`src/hdl/timer_pkg.sv`:
```
/*
  timer_pkg: register offsets, field positions, reset values and mode codes
  for the timer interface block. Assumes an 8-bit plain register port.
*/
package timer_pkg;
  localparam int ADDR_W = 4;
  localparam int DATA_W = 8;
  localparam logic [ADDR_W-1:0] OFF_STATUS_CONTROL = 4'h0;
  localparam logic [ADDR_W-1:0] OFF_COUNT_HIGH = 4'h1;
  localparam logic [ADDR_W-1:0] OFF_COUNT_LOW = 4'h2;
  localparam logic [ADDR_W-1:0] OFF_MODULO_HIGH = 4'h3;
  localparam logic [ADDR_W-1:0] OFF_MODULO_LOW = 4'h4;
  localparam logic [ADDR_W-1:0] OFF_CHAN0_CONTROL = 4'h5;
  localparam logic [ADDR_W-1:0] OFF_CHAN0_HIGH = 4'h6;
  localparam logic [ADDR_W-1:0] OFF_CHAN0_LOW = 4'h7;
  localparam logic [ADDR_W-1:0] OFF_CHAN1_CONTROL = 4'h8;
  localparam logic [ADDR_W-1:0] OFF_CHAN1_HIGH = 4'h9;
  localparam logic [ADDR_W-1:0] OFF_CHAN1_LOW = 4'ha;
  // status_control fields
  localparam int SC_OVF_FLAG = 7;
  localparam int SC_OVF_IRQ_EN = 6;
  localparam int SC_STOP = 5;
  localparam int SC_RESET = 4;
  localparam int SC_PS_LSB = 0;
  localparam logic [7:0] SC_RESET_VALUE = 8'h20;
  // channel control fields
  localparam int CH_FLAG = 7;
  localparam int CH_IRQ_EN = 6;
  localparam int CH_BUF_MODE = 5;
  localparam int CH_UNBUF_MODE = 4;
  localparam int CH_ELS_HI = 3;
  localparam int CH_ELS_LO = 2;
  localparam int CH_TOGGLE_OVF = 1;
  localparam int CH_MAX_DUTY = 0;
  localparam logic [7:0] CH_RESET_VALUE = 8'h00;
  localparam logic [15:0] MODULO_RESET = 16'hffff;
  localparam logic [15:0] COMPARE_RESET = 16'hffff;
  localparam logic [15:0] COUNT_RESET = 16'h0000;
  localparam logic [2:0] PS_UNUSED = 3'h7;
  localparam logic [6:0] PRESCALE_RESET = 7'h00;
  typedef enum logic [1:0] {
    ACT_NONE = 2'b00,
    ACT_TOGGLE = 2'b01,
    ACT_CLEAR = 2'b10,
    ACT_SET = 2'b11
  } edge_action_t;
endpackage : timer_pkg

```
`src/hdl/timer_prescaler.sv`:
```
/*
  timer_prescaler: divider, counting while run_i is high, making a one-cycle tick at bus clock / 2^sel.
  Assumes sel is stable and clear_i resets the divider chain.
*/
`timescale 1ns/1ps
module timer_prescaler (
  input wire logic clock_i,
  input wire logic rst_i,
  input wire logic clear_i,
  input wire logic run_i,
  input wire logic [2:0] sel_i,
  output logic tick_o
);
  import timer_pkg::*;
  logic [6:0] div_r;
  logic [6:0] mask;

  always_comb begin
    mask = 7'((8'h01 << sel_i) - 8'h01);
  end

  // prescaler counts only while running, cleared with the counter
  always_ff @(posedge clock_i) begin
    if (rst_i || clear_i) begin
      div_r <= PRESCALE_RESET;
    end else if (run_i) begin
      div_r <= div_r + 7'h01;
    end
  end

  // code 111 gives no tick
  assign tick_o = run_i && !clear_i && (sel_i != PS_UNUSED) && ((div_r & mask) == mask);
endmodule : timer_prescaler

```
`src/hdl/timer_channel.sv`:
```
/*
  timer_channel: output compare / pwm output latch for one channel.
  Assumes match and overflow are one-cycle pulses from the counter.
*/
`timescale 1ns/1ps
module timer_channel (
  input wire logic clock_i,
  input wire logic rst_i,
  input wire logic match_i,
  input wire logic overflow_i,
  input wire logic output_mode_i,
  input wire logic els_hi_i,
  input wire logic els_lo_i,
  input wire logic toggle_ovf_i,
  input wire logic max_duty_i,
  output logic level_o
);
  import timer_pkg::*;
  edge_action_t act;

  always_comb begin
    act = edge_action_t'({els_hi_i, els_lo_i});
  end

  always_ff @(posedge clock_i) begin
    if (rst_i) begin
      level_o <= 1'b0;
    end else if (output_mode_i) begin
      if (overflow_i && toggle_ovf_i && max_duty_i) begin
        level_o <= (act == ACT_CLEAR);
      end else if (overflow_i && toggle_ovf_i) begin
        level_o <= ~level_o;
      end else if (match_i && !max_duty_i) begin
        case (act)
          ACT_CLEAR: level_o <= 1'b0;
          ACT_SET: level_o <= 1'b1;
          ACT_TOGGLE: level_o <= ~level_o;
          default: level_o <= level_o;
        endcase
      end
    end
  end
endmodule : timer_channel

```
`src/hdl/timer_interface_pwm.sv`:
```
/*
  timer_interface_pwm: 16-bit prescaled up-counter with modulo, overflow flag,
  two output compare / pwm channels, buffered pwm link and input capture.
  Assumes a same-clock register master; capture pins are asynchronous.
*/
// Functional notes
// - overflow irq enable gates overflow flag onto irq; reset clears it.
// - stop bit holds counter; reset sets stop bit.
// - input captures suppressed while stop bit set.
// - counter reset bit clears counter and prescaler, self-clears, reads 0.
// - stop and reset together hold counter at zero.
// - prescale select divides bus clock by 2^code; 111 unused.
// - mode bits 0:1 unbuffered, 1:0 buffered compare or pwm.
// - edge bits 1:0 clear output on match, 1:1 set it.
// - toggle-on-overflow toggles output; clear gives 0% duty.
// - max duty with toggle-on-overflow gives 100% duty.
// - channel 0 buffered bit links channels, channel 0 first, wins over unbuffered.
// - buffered write to inactive channel takes effect at next period.
// - linked: channel 0 control drives output, channel 1 pin freed.
`timescale 1ns/1ps
module timer_interface_pwm (
  input wire logic clock_i,
  input wire logic rst_i,
  input wire logic [timer_pkg::ADDR_W-1:0] addr_i,
  input wire logic [timer_pkg::DATA_W-1:0] wdata_i,
  input wire logic write_i,
  input wire logic read_i,
  input wire logic [1:0] capture_pin_i,
  output logic [timer_pkg::DATA_W-1:0] rdata_o,
  output logic irq_o,
  output logic chan0_pin_o,
  output logic chan0_pin_oe_o,
  output logic chan1_pin_o,
  output logic chan1_pin_oe_o
);
  import timer_pkg::*;

  logic [7:0] sc_r;
  logic [15:0] count_r;
  logic [15:0] modulo_r;
  logic [7:0] mod_high_latch_r;
  logic [7:0] ch_ctl_r [2];
  logic [15:0] ch_cmp_r [2];
  logic [7:0] ch_high_latch_r [2];
  logic active_r;
  logic pending_r;
  logic [1:0] cap_meta_r;
  logic [1:0] cap_sync_r;
  logic [1:0] cap_prev_r;
  logic tick;
  logic overflow;
  logic counter_reset;
  logic linked;
  logic [1:0] match;
  logic ch0_match;
  logic [1:0] out_mode;
  logic [1:0] capture;
  logic [1:0] level;
  logic ch_out_level;
  logic [7:0] rdata_nxt;

  function automatic logic is_write(input logic [ADDR_W-1:0] off);
    return write_i && (addr_i == off);
  endfunction : is_write

  function automatic logic is_output_mode(input logic [7:0] ctl);
    return ctl[CH_BUF_MODE] || ctl[CH_UNBUF_MODE];
  endfunction : is_output_mode

  assign counter_reset = is_write(OFF_STATUS_CONTROL) && wdata_i[SC_RESET];
  assign linked = ch_ctl_r[0][CH_BUF_MODE];

  timer_prescaler u_prescaler (
    .clock_i(clock_i),
    .rst_i(rst_i),
    .clear_i(counter_reset),
    .run_i(!sc_r[SC_STOP]),
    .sel_i(sc_r[SC_PS_LSB +: 3]),
    .tick_o(tick)
  );

  assign overflow = tick && (count_r == modulo_r);
  assign ch0_match = linked ? match[active_r] : match[0];

  // status/control: flag set wins over software clear
  always_ff @(posedge clock_i) begin
    if (rst_i) begin
      sc_r <= SC_RESET_VALUE;
    end else begin
      if (is_write(OFF_STATUS_CONTROL)) begin
        sc_r[SC_OVF_IRQ_EN] <= wdata_i[SC_OVF_IRQ_EN];
        sc_r[SC_STOP] <= wdata_i[SC_STOP];
        sc_r[SC_PS_LSB +: 3] <= wdata_i[SC_PS_LSB +: 3];
      end
      if (overflow) begin
        sc_r[SC_OVF_FLAG] <= 1'b1;
      end else if (is_write(OFF_STATUS_CONTROL) && !wdata_i[SC_OVF_FLAG]) begin
        sc_r[SC_OVF_FLAG] <= 1'b0;
      end
      sc_r[SC_RESET] <= 1'b0;
    end
  end

  // counter
  always_ff @(posedge clock_i) begin
    if (rst_i) begin
      count_r <= COUNT_RESET;
    end else if (counter_reset) begin
      count_r <= COUNT_RESET;
    end else if (tick) begin
      count_r <= overflow ? COUNT_RESET : count_r + 16'h0001;
    end
  end

  // modulo with high byte latched until the low byte is written
  always_ff @(posedge clock_i) begin
    if (rst_i) begin
      modulo_r <= MODULO_RESET;
      mod_high_latch_r <= MODULO_RESET[15:8];
    end else if (is_write(OFF_MODULO_HIGH)) begin
      mod_high_latch_r <= wdata_i;
    end else if (is_write(OFF_MODULO_LOW)) begin
      modulo_r <= {mod_high_latch_r, wdata_i};
    end
  end

  // capture pins: two-flop synchroniser then edge detect
  always_ff @(posedge clock_i) begin
    if (rst_i) begin
      cap_meta_r <= 2'b00;
      cap_sync_r <= 2'b00;
      cap_prev_r <= 2'b00;
    end else begin
      cap_meta_r <= capture_pin_i;
      cap_sync_r <= cap_meta_r;
      cap_prev_r <= cap_sync_r;
    end
  end

  // channels
  for (genvar c = 0; c < 2; c++) begin : g_chan
    assign out_mode[c] = (c == 0) ? is_output_mode(ch_ctl_r[0])
                                  : (!linked && is_output_mode(ch_ctl_r[1]));
    assign match[c] = tick && (count_r == ch_cmp_r[c]);
    assign capture[c] = !sc_r[SC_STOP] && !is_output_mode(ch_ctl_r[c])
        && (ch_ctl_r[c][CH_ELS_HI] || ch_ctl_r[c][CH_ELS_LO])
        && ((ch_ctl_r[c][CH_ELS_LO] && cap_sync_r[c] && !cap_prev_r[c])
         || (ch_ctl_r[c][CH_ELS_HI] && !cap_sync_r[c] && cap_prev_r[c]));

    always_ff @(posedge clock_i) begin
      if (rst_i) begin
        ch_ctl_r[c] <= CH_RESET_VALUE;
      end else begin
        if (is_write(c ? OFF_CHAN1_CONTROL : OFF_CHAN0_CONTROL)) begin
          ch_ctl_r[c][6:0] <= wdata_i[6:0];
        end
        if ((out_mode[c] && ((c == 0) ? ch0_match : match[c])) || capture[c]) begin
          ch_ctl_r[c][CH_FLAG] <= 1'b1;
        end else if (is_write(c ? OFF_CHAN1_CONTROL : OFF_CHAN0_CONTROL)
                     && !wdata_i[CH_FLAG]) begin
          ch_ctl_r[c][CH_FLAG] <= 1'b0;
        end
      end
    end

    always_ff @(posedge clock_i) begin
      if (rst_i) begin
        ch_cmp_r[c] <= COMPARE_RESET;
        ch_high_latch_r[c] <= COMPARE_RESET[15:8];
      end else if (capture[c]) begin
        ch_cmp_r[c] <= count_r;
      end else if (is_write(c ? OFF_CHAN1_HIGH : OFF_CHAN0_HIGH)) begin
        ch_high_latch_r[c] <= wdata_i;
      end else if (is_write(c ? OFF_CHAN1_LOW : OFF_CHAN0_LOW)) begin
        ch_cmp_r[c] <= {ch_high_latch_r[c], wdata_i};
      end
    end
  end

  // buffered pwm: active register pair switches at overflow to last written
  always_ff @(posedge clock_i) begin
    if (rst_i || !linked) begin
      active_r <= 1'b0;
      pending_r <= 1'b0;
    end else begin
      if (is_write(OFF_CHAN1_LOW)) begin
        pending_r <= 1'b1;
      end else if (is_write(OFF_CHAN0_LOW)) begin
        pending_r <= 1'b0;
      end
      if (overflow) begin
        active_r <= pending_r;
      end
    end
  end

  timer_channel u_chan0 (
    .clock_i(clock_i),
    .rst_i(rst_i),
    .match_i(ch0_match),
    .overflow_i(overflow),
    .output_mode_i(out_mode[0]),
    .els_hi_i(ch_ctl_r[0][CH_ELS_HI]),
    .els_lo_i(ch_ctl_r[0][CH_ELS_LO]),
    .toggle_ovf_i(ch_ctl_r[0][CH_TOGGLE_OVF]),
    .max_duty_i(ch_ctl_r[0][CH_MAX_DUTY]),
    .level_o(level[0])
  );

  timer_channel u_chan1 (
    .clock_i(clock_i),
    .rst_i(rst_i),
    .match_i(match[1]),
    .overflow_i(overflow),
    .output_mode_i(out_mode[1]),
    .els_hi_i(ch_ctl_r[1][CH_ELS_HI]),
    .els_lo_i(ch_ctl_r[1][CH_ELS_LO]),
    .toggle_ovf_i(ch_ctl_r[1][CH_TOGGLE_OVF]),
    .max_duty_i(ch_ctl_r[1][CH_MAX_DUTY]),
    .level_o(level[1])
  );

  assign ch_out_level = level[0];

  // pin outputs registered
  always_ff @(posedge clock_i) begin
    if (rst_i) begin
      chan0_pin_o <= 1'b0;
      chan0_pin_oe_o <= 1'b0;
      chan1_pin_o <= 1'b0;
      chan1_pin_oe_o <= 1'b0;
      irq_o <= 1'b0;
    end else begin
      chan0_pin_o <= ch_out_level;
      chan0_pin_oe_o <= out_mode[0];
      chan1_pin_o <= level[1];
      chan1_pin_oe_o <= out_mode[1];
      irq_o <= (sc_r[SC_OVF_FLAG] && sc_r[SC_OVF_IRQ_EN])
        || (ch_ctl_r[0][CH_FLAG] && ch_ctl_r[0][CH_IRQ_EN])
        || (!linked && ch_ctl_r[1][CH_FLAG] && ch_ctl_r[1][CH_IRQ_EN]);
    end
  end

  // read mux; reset bit always reads zero
  always_comb begin
    case (addr_i)
      OFF_STATUS_CONTROL: rdata_nxt = sc_r & ~(8'h01 << SC_RESET);
      OFF_COUNT_HIGH: rdata_nxt = count_r[15:8];
      OFF_COUNT_LOW: rdata_nxt = count_r[7:0];
      OFF_MODULO_HIGH: rdata_nxt = modulo_r[15:8];
      OFF_MODULO_LOW: rdata_nxt = modulo_r[7:0];
      OFF_CHAN0_CONTROL: rdata_nxt = ch_ctl_r[0];
      OFF_CHAN0_HIGH: rdata_nxt = ch_cmp_r[0][15:8];
      OFF_CHAN0_LOW: rdata_nxt = ch_cmp_r[0][7:0];
      OFF_CHAN1_CONTROL: rdata_nxt = ch_ctl_r[1];
      OFF_CHAN1_HIGH: rdata_nxt = ch_cmp_r[1][15:8];
      OFF_CHAN1_LOW: rdata_nxt = ch_cmp_r[1][7:0];
      default: rdata_nxt = 8'h00;
    endcase
  end

  always_ff @(posedge clock_i) begin
    if (rst_i) begin
      rdata_o <= 8'h00;
    end else if (read_i) begin
      rdata_o <= rdata_nxt;
    end else begin
      rdata_o <= 8'h00;
    end
  end

  property p_stop_holds;
    @(posedge clock_i) disable iff (rst_i)
      (sc_r[SC_STOP] && !counter_reset) |=> $stable(count_r);
  endproperty
  a_stop_holds: assert property (p_stop_holds) else $error("counter moved while stopped");

  property p_reset_clears;
    @(posedge clock_i) disable iff (rst_i)
      counter_reset |=> (count_r == 16'h0000) && !sc_r[SC_RESET];
  endproperty
  a_reset_clears: assert property (p_reset_clears) else $error("counter reset failed");

  property p_stop_and_reset;
    @(posedge clock_i) disable iff (rst_i)
      (counter_reset && wdata_i[SC_STOP]) |=> (count_r == 16'h0000) ##1 (count_r == 16'h0000);
  endproperty
  a_stop_and_reset: assert property (p_stop_and_reset) else $error("not held at zero");

  property p_irq_gate;
    @(posedge clock_i) disable iff (rst_i)
      (sc_r[SC_OVF_FLAG] && sc_r[SC_OVF_IRQ_EN]) |=> irq_o;
  endproperty
  a_irq_gate: assert property (p_irq_gate) else $error("overflow irq missing");

  property p_overflow_wrap;
    @(posedge clock_i) disable iff (rst_i)
      (overflow && !counter_reset) |=> (count_r == 16'h0000) && sc_r[SC_OVF_FLAG];
  endproperty
  a_overflow_wrap: assert property (p_overflow_wrap) else $error("overflow wrap wrong");

  property p_no_capture_stopped;
    @(posedge clock_i) disable iff (rst_i)
      (sc_r[SC_STOP] && !write_i) |=> $stable(ch_cmp_r[0]) && $stable(ch_cmp_r[1])
        && $stable(ch_ctl_r[0]) && $stable(ch_ctl_r[1]);
  endproperty
  a_no_capture_stopped: assert property (p_no_capture_stopped) else $error("capture while stopped");

  property p_ps_unused;
    @(posedge clock_i) disable iff (rst_i)
      (sc_r[SC_PS_LSB +: 3] == PS_UNUSED && !counter_reset) |=> $stable(count_r);
  endproperty
  a_ps_unused: assert property (p_ps_unused) else $error("tick on unused code");

  property p_chan1_freed;
    @(posedge clock_i) disable iff (rst_i)
      linked |=> !chan1_pin_oe_o;
  endproperty
  a_chan1_freed: assert property (p_chan1_freed) else $error("chan1 pin driven while linked");

  property p_buffer_switch;
    @(posedge clock_i) disable iff (rst_i)
      (linked && overflow && $past(linked)) |=> (active_r == $past(pending_r));
  endproperty
  a_buffer_switch: assert property (p_buffer_switch) else $error("buffer switch wrong");

  property p_full_duty;
    @(posedge clock_i) disable iff (rst_i)
      (out_mode[0] && overflow && ch_ctl_r[0][CH_MAX_DUTY] && ch_ctl_r[0][CH_TOGGLE_OVF]
       && ch_ctl_r[0][CH_ELS_HI] && !ch_ctl_r[0][CH_ELS_LO]) |=> level[0];
  endproperty
  a_full_duty: assert property (p_full_duty) else $error("full duty not forced");

  property p_zero_duty;
    @(posedge clock_i) disable iff (rst_i)
      (out_mode[0] && !ch_ctl_r[0][CH_TOGGLE_OVF] && ch_ctl_r[0][CH_ELS_HI]
       && !ch_ctl_r[0][CH_ELS_LO] && !level[0]) |=> !level[0];
  endproperty
  a_zero_duty: assert property (p_zero_duty) else $error("output left pulse off level");
endmodule : timer_interface_pwm

```
`config.mk`:
```
export PLATFORM = sky130hd
export DESIGN_NAME = timer_interface_pwm
export DESIGN_NICKNAME = d
export VERILOG_FILES = /design/src/hdl/timer_pkg.sv /design/src/hdl/timer_prescaler.sv /design/src/hdl/timer_channel.sv /design/src/hdl/timer_interface_pwm.sv
export SDC_FILE = /design/constraint.sdc
export NUM_CORES = 1
export LEC_CHECK = 0
export BUFFER_PORTS_ARGS = -buffer_cell sky130_fd_sc_hd__buf_2
export CAP_MARGIN = 20
export CORE_MARGIN = 8
export CORE_UTILIZATION = 45
export DETAILED_ROUTE_END_ITERATION = 10
export PLACE_DENSITY = 0.67
export SLEW_MARGIN = 40
export SYNTH_ARGS = -nofsm -noshare
export SYNTH_HDL_FRONTEND = slang
export SYNTH_SLANG_ARGS = --single-unit
```
`constraint.sdc`:
```
create_clock -name clock_i -period 2.35 [get_ports clock_i]
set_input_delay 0.47 -clock clock_i [delete_from_list [all_inputs] [get_ports clock_i]]
set_output_delay 0.47 -clock clock_i [all_outputs]
set_load 0.05 [all_outputs]
```
### Word-level counts from Yosys, hierarchy flattened

Memory sizes are Yosys's and may differ from the RTL's.
Index checks and enable logic that the tools add are counted.
W data, S select, Z words.

| word-level totals | value |
|---|---|
| register bits | 76 |
| RAM bits | 64 |
| input bits | 18 |
| output and inout bits | 13 |
| word-level logic and storage cells | 222 |
| memories | 3 |

| operators by class | value |
|---|---|
| add/subtract/negate cells | 3 |
| magnitude comparators | 1 |
| equality and inequality tests | 21 |
| shift-type cells | 1 |
| multiplexer cells | 75 |
| bitwise operators | 17 |
| reductions and logical operators | 82 |

Memories:

| name | words | bits a word | read ports | clocked after Yosys merged registers in | write ports | line | source |
|---|---|---|---|---|---|---|---|
| ch_cmp_r | 2 | 16 | 2 | 0 | 2 | timer_interface_pwm.sv:43 | `logic [15:0] ch_cmp_r [2];` |
| ch_ctl_r | 2 | 8 | 2 | 0 | 2 | timer_interface_pwm.sv:42 | `logic [7:0] ch_ctl_r [2];` |
| ch_high_latch_r | 2 | 8 | 2 | 0 | 2 | timer_interface_pwm.sv:44 | `logic [7:0] ch_high_latch_r [2];` |

Operators by type and width:

| kind | count |
|---|---|
| $pmux W8 S11 | 1 |
| $mux W16 | 5 |
| $mux W1 | 63 |
| $eq A16 B16 Y1 | 3 |
| $logic_and A1 B1 Y1 | 46 |
| $add A16 B1 Y16 const B | 1 |
| $eq A4 B3 Y1 const B | 4 |
| $mux W8 | 2 |
| $mux W7 | 2 |
| $eq A4 B4 Y1 const B | 3 |
| $logic_not A1 Y1 | 12 |
| $logic_or A1 B1 Y1 | 12 |
| $or A1 B1 Y1 | 12 |
| $reduce_bool A5 Y1 | 2 |
| $eq A2 B2 Y1 const B | 4 |
| $eq A4 B2 Y1 const B | 2 |
| $add A7 B1 Y7 const B | 1 |
| $and A7 B7 Y7 | 1 |
| $eq A7 B7 Y1 | 1 |
| $shl A1 B3 Y7 const A | 1 |
| $sub A7 B1 Y7 const B | 1 |
| $pmux W1 S3 | 2 |
| $reduce_and A3 Y1 | 2 |
| $reduce_bool A3 Y1 | 2 |
| other kinds (9) | 15 |

### Logic depth before layout (Yosys ltp)

Gate-level depths: netlist of the first run.

| depth | value |
|---|---|
| depth after elaboration | 18 |
| mapped depth | 9 |
| gate-level depth less buffers | 7 |

### By module

From an unflattened synthesis of the first run, not the netlist that was laid out.

| second synthesis, totals | value |
|---|---|
| cell total of the unflattened synthesis | 763 |
| area, all modules | 7270.7 µm² |

By module, submodules not included:

| module | times used | cells each | area an instance (µm²) | sequential area each (µm²) |
|---|---|---|---|---|
| timer_interface_pwm | 1 | 682 | 6645.1 | 3263.1 |
| timer_prescaler | 1 | 55 | 445.4 | 140.1 |
| timer_channel | 2 | 13 | 90.1 | 20.0 |

### Worst setup path after synthesis of the first run

No wires, ideal clock.

| timing | value |
|---|---|
| kind | input to register |
| start | in addr_i[1] (netlist bit) |
| end | mem ch_cmp_r[1][0], enable pin |
| library setup time | 0.372 ns |
| data arrival time | 1.822 ns |
| required time | 1.978 ns |
| setup slack | 0.157 ns |
| stages | 5 |
| path buffers | 2 |
| cell sequence | buf_2 > nor2b_1 > nand3_1 > clkbuf_1 > nand2_1 |

RTL lines:

| item | line | source |
|---|---|---|
| start: declaration | timer_interface_pwm.sv:24 | `input wire logic [timer_pkg::ADDR_W-1:0] addr_i,` |
| end: declaration | timer_interface_pwm.sv:43 |  |

### Worst setup path after layout of the first run

| timing | value |
|---|---|
| start | reg count_r[8] |
| end | reg u_chan1.level_o |

| on the way | value |
|---|---|
| cells in the longest elaborated chain, start to end | 6 |
| elaborated cells between the ends (all ways) | 12 |
| classes of those cells | eq/ne: 2; mux: 2; reduce/logical: 8 |

RTL lines:

| item | line | source |
|---|---|---|
| start: declaration | timer_interface_pwm.sv:39 | `logic [15:0] count_r;` |
| start signal: assignment | timer_interface_pwm.sv:111 | `count_r <= overflow ? COUNT_RESET : count_r + 16'h0001;` |
| $eq A16 B16 Y1 | timer_interface_pwm.sv:82 | `assign overflow = tick && (count_r == modulo_r);` |
| $logic_and A1 B1 Y1 | timer_interface_pwm.sv:82 |  |
| $logic_and A1 B1 Y1 | timer_channel.sv:29, timer_channel.sv:31 |  |
| $logic_and A1 B1 Y1 | timer_channel.sv:29 | `if (overflow_i && toggle_ovf_i && max_duty_i) begin` |
| $reduce_bool A5 Y1 (no source line) / $reduce_bool A3 Y1 (equally long branches) | n/a |  |
| $reduce_and A3 Y1 (no source line) | n/a |  |
| end signal: assignment | timer_channel.sv:30 | `level_o <= (act == ACT_CLEAR);` |
| end signal: assignment | timer_channel.sv:32 | `level_o <= ~level_o;` |
| end signal: assignment | timer_channel.sv:37 | `ACT_TOGGLE: level_o <= ~level_o;` |
| end: declaration | timer_channel.sv:16 | `output logic level_o` |

Parallel ways exist; a longest one is shown, timed or not.
A chain may end at the register's enable or synchronous reset.

==> results.cfg, run 1 <==
[status]
status = complete, no violations

[routing]
dr_total_vias = 5927
route.final.wire_length_mm = 23.9
drt_drc_violations_left = 0
routed_via_density = 5.93
antenna_violating_nets_post_route = 0
drt-initial-drc-count = 594
avgRoutedWirePerCell_um = 24.0
drt_first_pass_iters = 5

[floorplan]
top_level_ports = 31
rows = 46
starting_density_of_the_core = 0.460
dieHeight_um = 143
die_width_um = 143
die_area_um2 = 20600
coreArea_um2 = 15900

[worst_setup_path]
timing_worst_setup_path_type = reg -> reg
setup.worst_path.end_class = register
crit_arrival_ps = 2510
critPathRequiredTime_ps = 2650
highest_fanout_seen_on_the_critical_path = 9
crit_path_start_kind = register
crit_path_cell_trace = xnor2_1 > nand4_1 > nor4_4 > buf_4 > nand3_2 > nor3_1 > o221a_2 > nor3_2
slowest_stage = dfxtp_1
worst_reg2reg_path_startpoint = count_r[8]
max_stage_delay_ps = 650
setup.worst_path.start = count_r[8]

[grt]
antenna_found_initial = 0
groute.usage.overall = 0.242
grt_start_max_net_pins = 45
gr-total-overflow = 0
wire_length_of_the_first_global_routing_pass_mm = 36.0
first_global_vias = 5861

[sta]
final_min_period_over_clock_period = 0.941
grt_setup_unrepaired = false
fmax_mhz = 452
report.final.slew_viol_count = 0
hold_viol = 0
finalWorstPathRequiredPeriod_ps = 2210
timing.clock.skew_ps = 7.45
setup_viol = 0
worst_slew_margin_rel = 0.557
worstMarginPinSlew_ps = 648

[run]
max-cap-violations = 0

[clock_network]
tritoncts_num_sinks = 139
tritoncts = built
cts_buffers = 17
htree_num_levels = 4
clock_pin_slew_of_the_registers_on_the_worst_case_setup_and_hold_paths_ps = 60
cts_setup_buffers = 0
clock_tree.buffer_depth = 2
clockRootBuffer = clkbuf_16
clock_latency_ps = 430

[synth]
synthDistinctLibCells = 76
synth_top_family_by_area = simple AND/OR/NAND/NOR gates
syn-mean-instance-area_um2 = 10.1
postSynth.topFlopCell = dfxtp_1
yosys_warnings = 0
synth-edff-count = 64
syn-num-nets = 740
ys_ff_latch = 139
synth_compound_area_frac = 0.158
synth-simple-area-share = 0.223
ys_seq_area_frac = 0.469
synth.mux.area_fraction = 0.0230
post_synth_inst_count = 720
synthesis.area_um2 = 7300
adder_cell_share_of_the_synthesized_area = 0.00343
synth-xor-area-share = 0.0768
async_reset_ff_frac = 0

[power_and_ir_drop]
total_power_mw = 5.59
power-per-cell-area_nw_per_um2 = 661
max-vdd-ir-drop_mv = 0.522
static-leakage-power_nw = 3.08

[place]
gp_congestion = 0.963
portBuffers = 30
hpwlAfterDp_mm = 17.4
postPlaceCellArea_um2 = 7920

[finish]
design.final.nets = 790
area_delta_synth_final_pct = 15.9
postLayoutCellArea_um2 = 8460
fillers = 1459
antenna_cells_inserted = 0
drive_above_1_share = 0.198

[min_path]
hp-start = capture_pin_i[0]
min_path_type = in -> reg
==> sequential cells by signal, indices dropped and copies added (netlist names), 8 cells and up <==
name and cells:
ch_cmp_r 32, ch_ctl_r 16, ch_high_latch_r 16, count_r 16
mod_high_latch_r 8, modulo_r 16, rdata_o 8
==> cells by family (layout without fill, tap and decap cells) <==
logic type,Yosys count,after routing
AND/OR/NAND/NOR,284,284
AO/OA/AOI/OAI,148,148
flip-flops,139,139
buffers and inverters,68,131
XOR/XNOR,64,64
multiplexers,15,15
adder cells (fa/ha/maj),2,2
==> routing by layer <==
metal | routed length [um] | vias to the layer above | GRT usage | share of wire
met5 | 0 | - | 0 | 0
met4 | 928 | 0 | 0.118 | 0.039
met3 | 1410 | 56 | 0.0431 | 0.059
met2 | 11300 | 231 | 0.396 | 0.47
met1 | 10300 | 2945 | 0.304 | 0.43
li1 | - | 2695 | - | -
==> critical path, delay by kind of cell, from the launching register on <==
kind                   cells  cell delay, ps
AO/OA/AOI/OAI              1             260
XOR/XNOR                   1             180
buffers and inverters      1             190
flip-flops                 1             650
AND/OR/NAND/NOR            5             800
==> power by group <==
part           internal [mW]  switching [mW]
Sequential              2.59          0.0496
Combinational          0.159           0.295
Clock                   1.51           0.998
==> cells in the mapped netlist (all sizes together) (5+ instances only) <==
| cell | n | share of area |
|---|---|---|
| a211o | 17 | 0.020 |
| a211oi | 6 | 0.0062 |
| a21oi | 19 | 0.013 |
| a22o | 10 | 0.012 |
| a22oi | 9 | 0.0093 |
| a32oi | 12 | 0.014 |
| and2 | 24 | 0.021 |
| and3 | 9 | 0.0091 |
| buf | 30 | 0.028 |
| clkbuf | 31 | 0.016 |
| dfxtp | 75 | 0.21 |
| edfxtp | 64 | 0.26 |
| inv | 7 | 0.0036 |
| mux2i | 10 | 0.014 |
| nand2 | 42 | 0.022 |
| nand2b | 12 | 0.010 |
| nand3 | 12 | 0.0089 |
| nand3b | 14 | 0.014 |
| nand4 | 17 | 0.017 |
| nor2 | 68 | 0.045 |
| nor2b | 33 | 0.028 |
| nor3 | 26 | 0.019 |
| o21ai | 14 | 0.0096 |
| o21bai | 17 | 0.017 |
| o22a | 16 | 0.019 |
| or2 | 9 | 0.0077 |
| or3 | 5 | 0.0043 |
| xnor2 | 50 | 0.060 |
| xor2 | 14 | 0.017 |
==> stage by stage <==
stage               hold WS, ps  cells  setup slack, ps   util  setup TNS, ps
floorplan                   413    720              157      -              0
CTS                         247    999             58.6  0.532              0
global route                262    999             42.9  0.532              0
finish                      255    999              140  0.532              0
detailed placement          434    967             47.2  0.498              0
global placement            419    967            -58.6  0.498          -58.6
==> final cells by class <==
cell class,instances,area [um^2],area share
multi-input combinational,513,3530,0.418
timing repair buffer,92,666,0.0787
sequential,139,3420,0.405
inverter,7,26.3,0.00311
tap,216,270,0.0320
clock inverter,8,66.3,0.00784
clock buffer,24,473,0.0559
==> timing repair <==
action	in CTS	in global routing
hold endpoints to repair	0	0
hold buffers	0	0
setup endpoints to repair	0	1
gates resized for setup	0	1
==> final timing paths <==
check | slack, ps | endpoint | cells after the start
worst max register to register | 140 | u_chan1.level_o | 8
worst max-delay path | 140 | u_chan1.level_o | 8
worst min register to register | 440 | cap_sync_r[1] | 1
worst min-delay path | 260 | cap_meta_r[0] | 2
==> cell usage in the layout, fill, tap and decap left out, types with 4 or more instances in the layout <==
cell	Yosys	layout
dfxtp_1	75	74
edfxtp_1	64	64
nor2_1	58	58
buf_4	5	58
xnor2_1	50	50
nand2_1	42	42
nor2b_1	33	33
buf_2	13	30
nor3_1	25	25
and2_1	22	22
a21oi_1	19	19
clkbuf_16	0	18
o21bai_1	17	17
a211o_1	17	17
o22a_1	16	16
nand4_1	16	16
nand3b_1	14	14
xor2_1	14	14
nand2b_1	12	12
a32oi_1	12	12
nand3_1	11	11
o21ai_0	11	11
mux2i_1	10	10
a22o_1	10	10
nor2_4	9	9
a22oi_1	9	9
and3_1	7	7
or2_2	7	7
inv_1	6	6
a211oi_1	6	6
clkbuf_1	30	6
or3_1	5	5
clkinv_2	0	4
buf_12	1	4
(Power assumes the default switching activity.)
==> run 2, diff against run 1 <==
PLACE_DENSITY = 0.64   (was 0.67)
clock period = 2.2 ns   (was 2.35 ns; I/O delays follow)
==> results.cfg, run 2 (synthesized netlist as in run 1, its figures left out) <==
[finish]
registers.top_by_ff_count = ch_cmp_r
final_common_cell = buf_4
register_area_um2 = 3440
design.final.nets = 815
antenna_cells_inserted = 0
postLayoutCellArea_um2 = 8770
area_delta_synth_final_pct = 20.1
instances_no_fill = 1024
fillers = 1458
mostFrequentLayoutCells = 78 x buf_4, 64 x edfxtp_1, 62 x dfxtp_1
footprint_of_the_multi_input_gates_um2 = 3540
largest_register_ff_count = 32
drive_above_1_share = 0.248

[sta]
hold_viol = 0
fmax_mhz = 476
fin_ws_ps = 97.7
worst_slew_margin_rel = 0.532
setup_viol = 0
timing.clock.skew_ps = 8.68
report.final.slew_viol_count = 0
grt_setup_unrepaired = false
worstMarginPinSlew_ps = 684
finalWorstPathRequiredPeriod_ps = 2100
final_min_period_over_clock_period = 0.956

[place]
portBuffers = 30
post-place-ws_ps = -79.9
gp_congestion = 0.977
dp_cells = 992
postPlaceCellArea_um2 = 8170
hpwlAfterDp_mm = 18.1

[worst_setup_path]
timing_worst_setup_path_type = reg -> reg
setup.worst_path.end_class = register
crit_path_start_kind = register
rrSetupSlack_ps = 100
crit_arrival_ps = 2420
highest_fanout_seen_on_the_critical_path = 10
critPathRequiredTime_ps = 2520

[power_and_ir_drop]
combPwrFrac = 0.083
static-leakage-power_nw = 3.24
switching_power_mw = 1.59
clock_power_share = 0.460
max-vdd-ir-drop_mv = 0.526
internal_portion_of_total_power_mw = 4.54
power-per-cell-area_nw_per_um2 = 700
switching_share = 0.260
seq_power_share = 0.457

[routing]
post_route_met1_wirelength_mm = 10.7
drt-initial-drc-count = 676
routed.top_layer = met4
drt_first_pass_iters = 5
avgRoutedWirePerCell_um = 23.8
met3RoutedLength_mm = 1.87
antenna_violating_nets_post_route = 0
routed_via_density = 5.84
dr_wl_met2_mm = 11.5
drt_drc_violations_left = 0
route.final.wire_length_mm = 24.4
dr_total_vias = 5983

[clock_network]
clock_tree.buffer_depth = 2
cts_buffers = 17
clock_latency_ps = 430
clock_pin_slew_of_the_registers_on_the_worst_case_setup_and_hold_paths_ps = 60
tritoncts_num_sinks = 139
clockRootBuffer = clkbuf_16
tritoncts = built
htree_num_levels = 4

[grt]
grt_start_max_net_pins = 59
antenna_found_initial = 0
wire_length_of_the_first_global_routing_pass_mm = 37.0
gr-total-overflow = 0
first_global_vias = 5943
groute.usage.overall = 0.249

[floorplan]
top_level_ports = 31
rows = 46
die_width_um = 143
starting_density_of_the_core = 0.460
dieHeight_um = 143
coreArea_um2 = 15900
die_area_um2 = 20600

[status]
status = complete, no violations

[min_path]
min_path_type = in -> reg

[run]
max-cap-violations = 0
run 2: changes by cell type in the layout (fill, tap and decap cells not counted), moves of 3 or more:
cell,previous run,this run
buf_12,4,9
buf_4,58,78
clkbuf_1,6,0
clkinv_2,4,1
dfxtp_1,74,62
dfxtp_2,1,11
inv_6,0,6
inv_8,0,3
run 2: critical path: stages (launching register included):
cell and delay, ps:
dfxtp_1 320, buf_4 160, o21ba_2 200, o21ai_0 260, and3_4 350, buf_4 180
and2_1 150, nand3_1 90, xor2_1 230, nor2_4 30
run 2: worst paths after layout:
path                     from             to  depth (start not counted)
max                   sc_r[0]     count_r[5]                          9
min          capture_pin_i[1]  cap_meta_r[1]                          2
max reg2reg           sc_r[0]     count_r[5]                          9
min reg2reg     cap_meta_r[0]  cap_sync_r[0]                          1
run 2: routing by layer:
metal	track usage	vias up
li1	-	2742
met1	0.340	2949
met2	0.397	273
met3	0.0461	19
met4	0.0625	0
met5	0	-
run 2: area by class of cell:
type / count / share of cell area
Multi-Input combinational cell: 513 / 0.403
Inverter: 7 / 0.00300
Tap cell: 216 / 0.0308
Sequential cell: 139 / 0.393
Clock inverter: 15 / 0.0173
Timing Repair Buffer: 117 / 0.104
Clock buffer: 17 / 0.0485
run 2: power by group through the flow:
stage | Combinational (mW) | Sequential, mW | Clock (mW)
after global routing | 0.539 | 2.81 | 2.96
after detailed placement | 0.501 | 2.86 | 0
after floorplan | 0.263 | 2.87 | 0
after CTS | 0.504 | 2.81 | 2.86
final | 0.509 | 2.81 | 2.82
after global placement | 0.501 | 2.86 | 0
run 2: what timing repair did:
| item | in CTS | in global routing |
|---|---|---|
| resized for setup | 4 | 12 |
| buffers inserted | 0 | 0 |
| hold buffers | 0 | 0 |
| endpoints found under the setup margin | 7 | 6 |
run 2: through the flow:
step	power (mW)	setup TNS (ps)	utilization	hold slack (ps)
6_report	6.14	0	0.552	227
5_1_grt	6.31	0	0.552	224
4_1_cts	6.17	0	0.551	221
3_5_place_dp	3.36	-153	0.514	434
3_3_place_gp	3.36	-184	0.514	420
2_1_floorplan	3.14	0	-	413
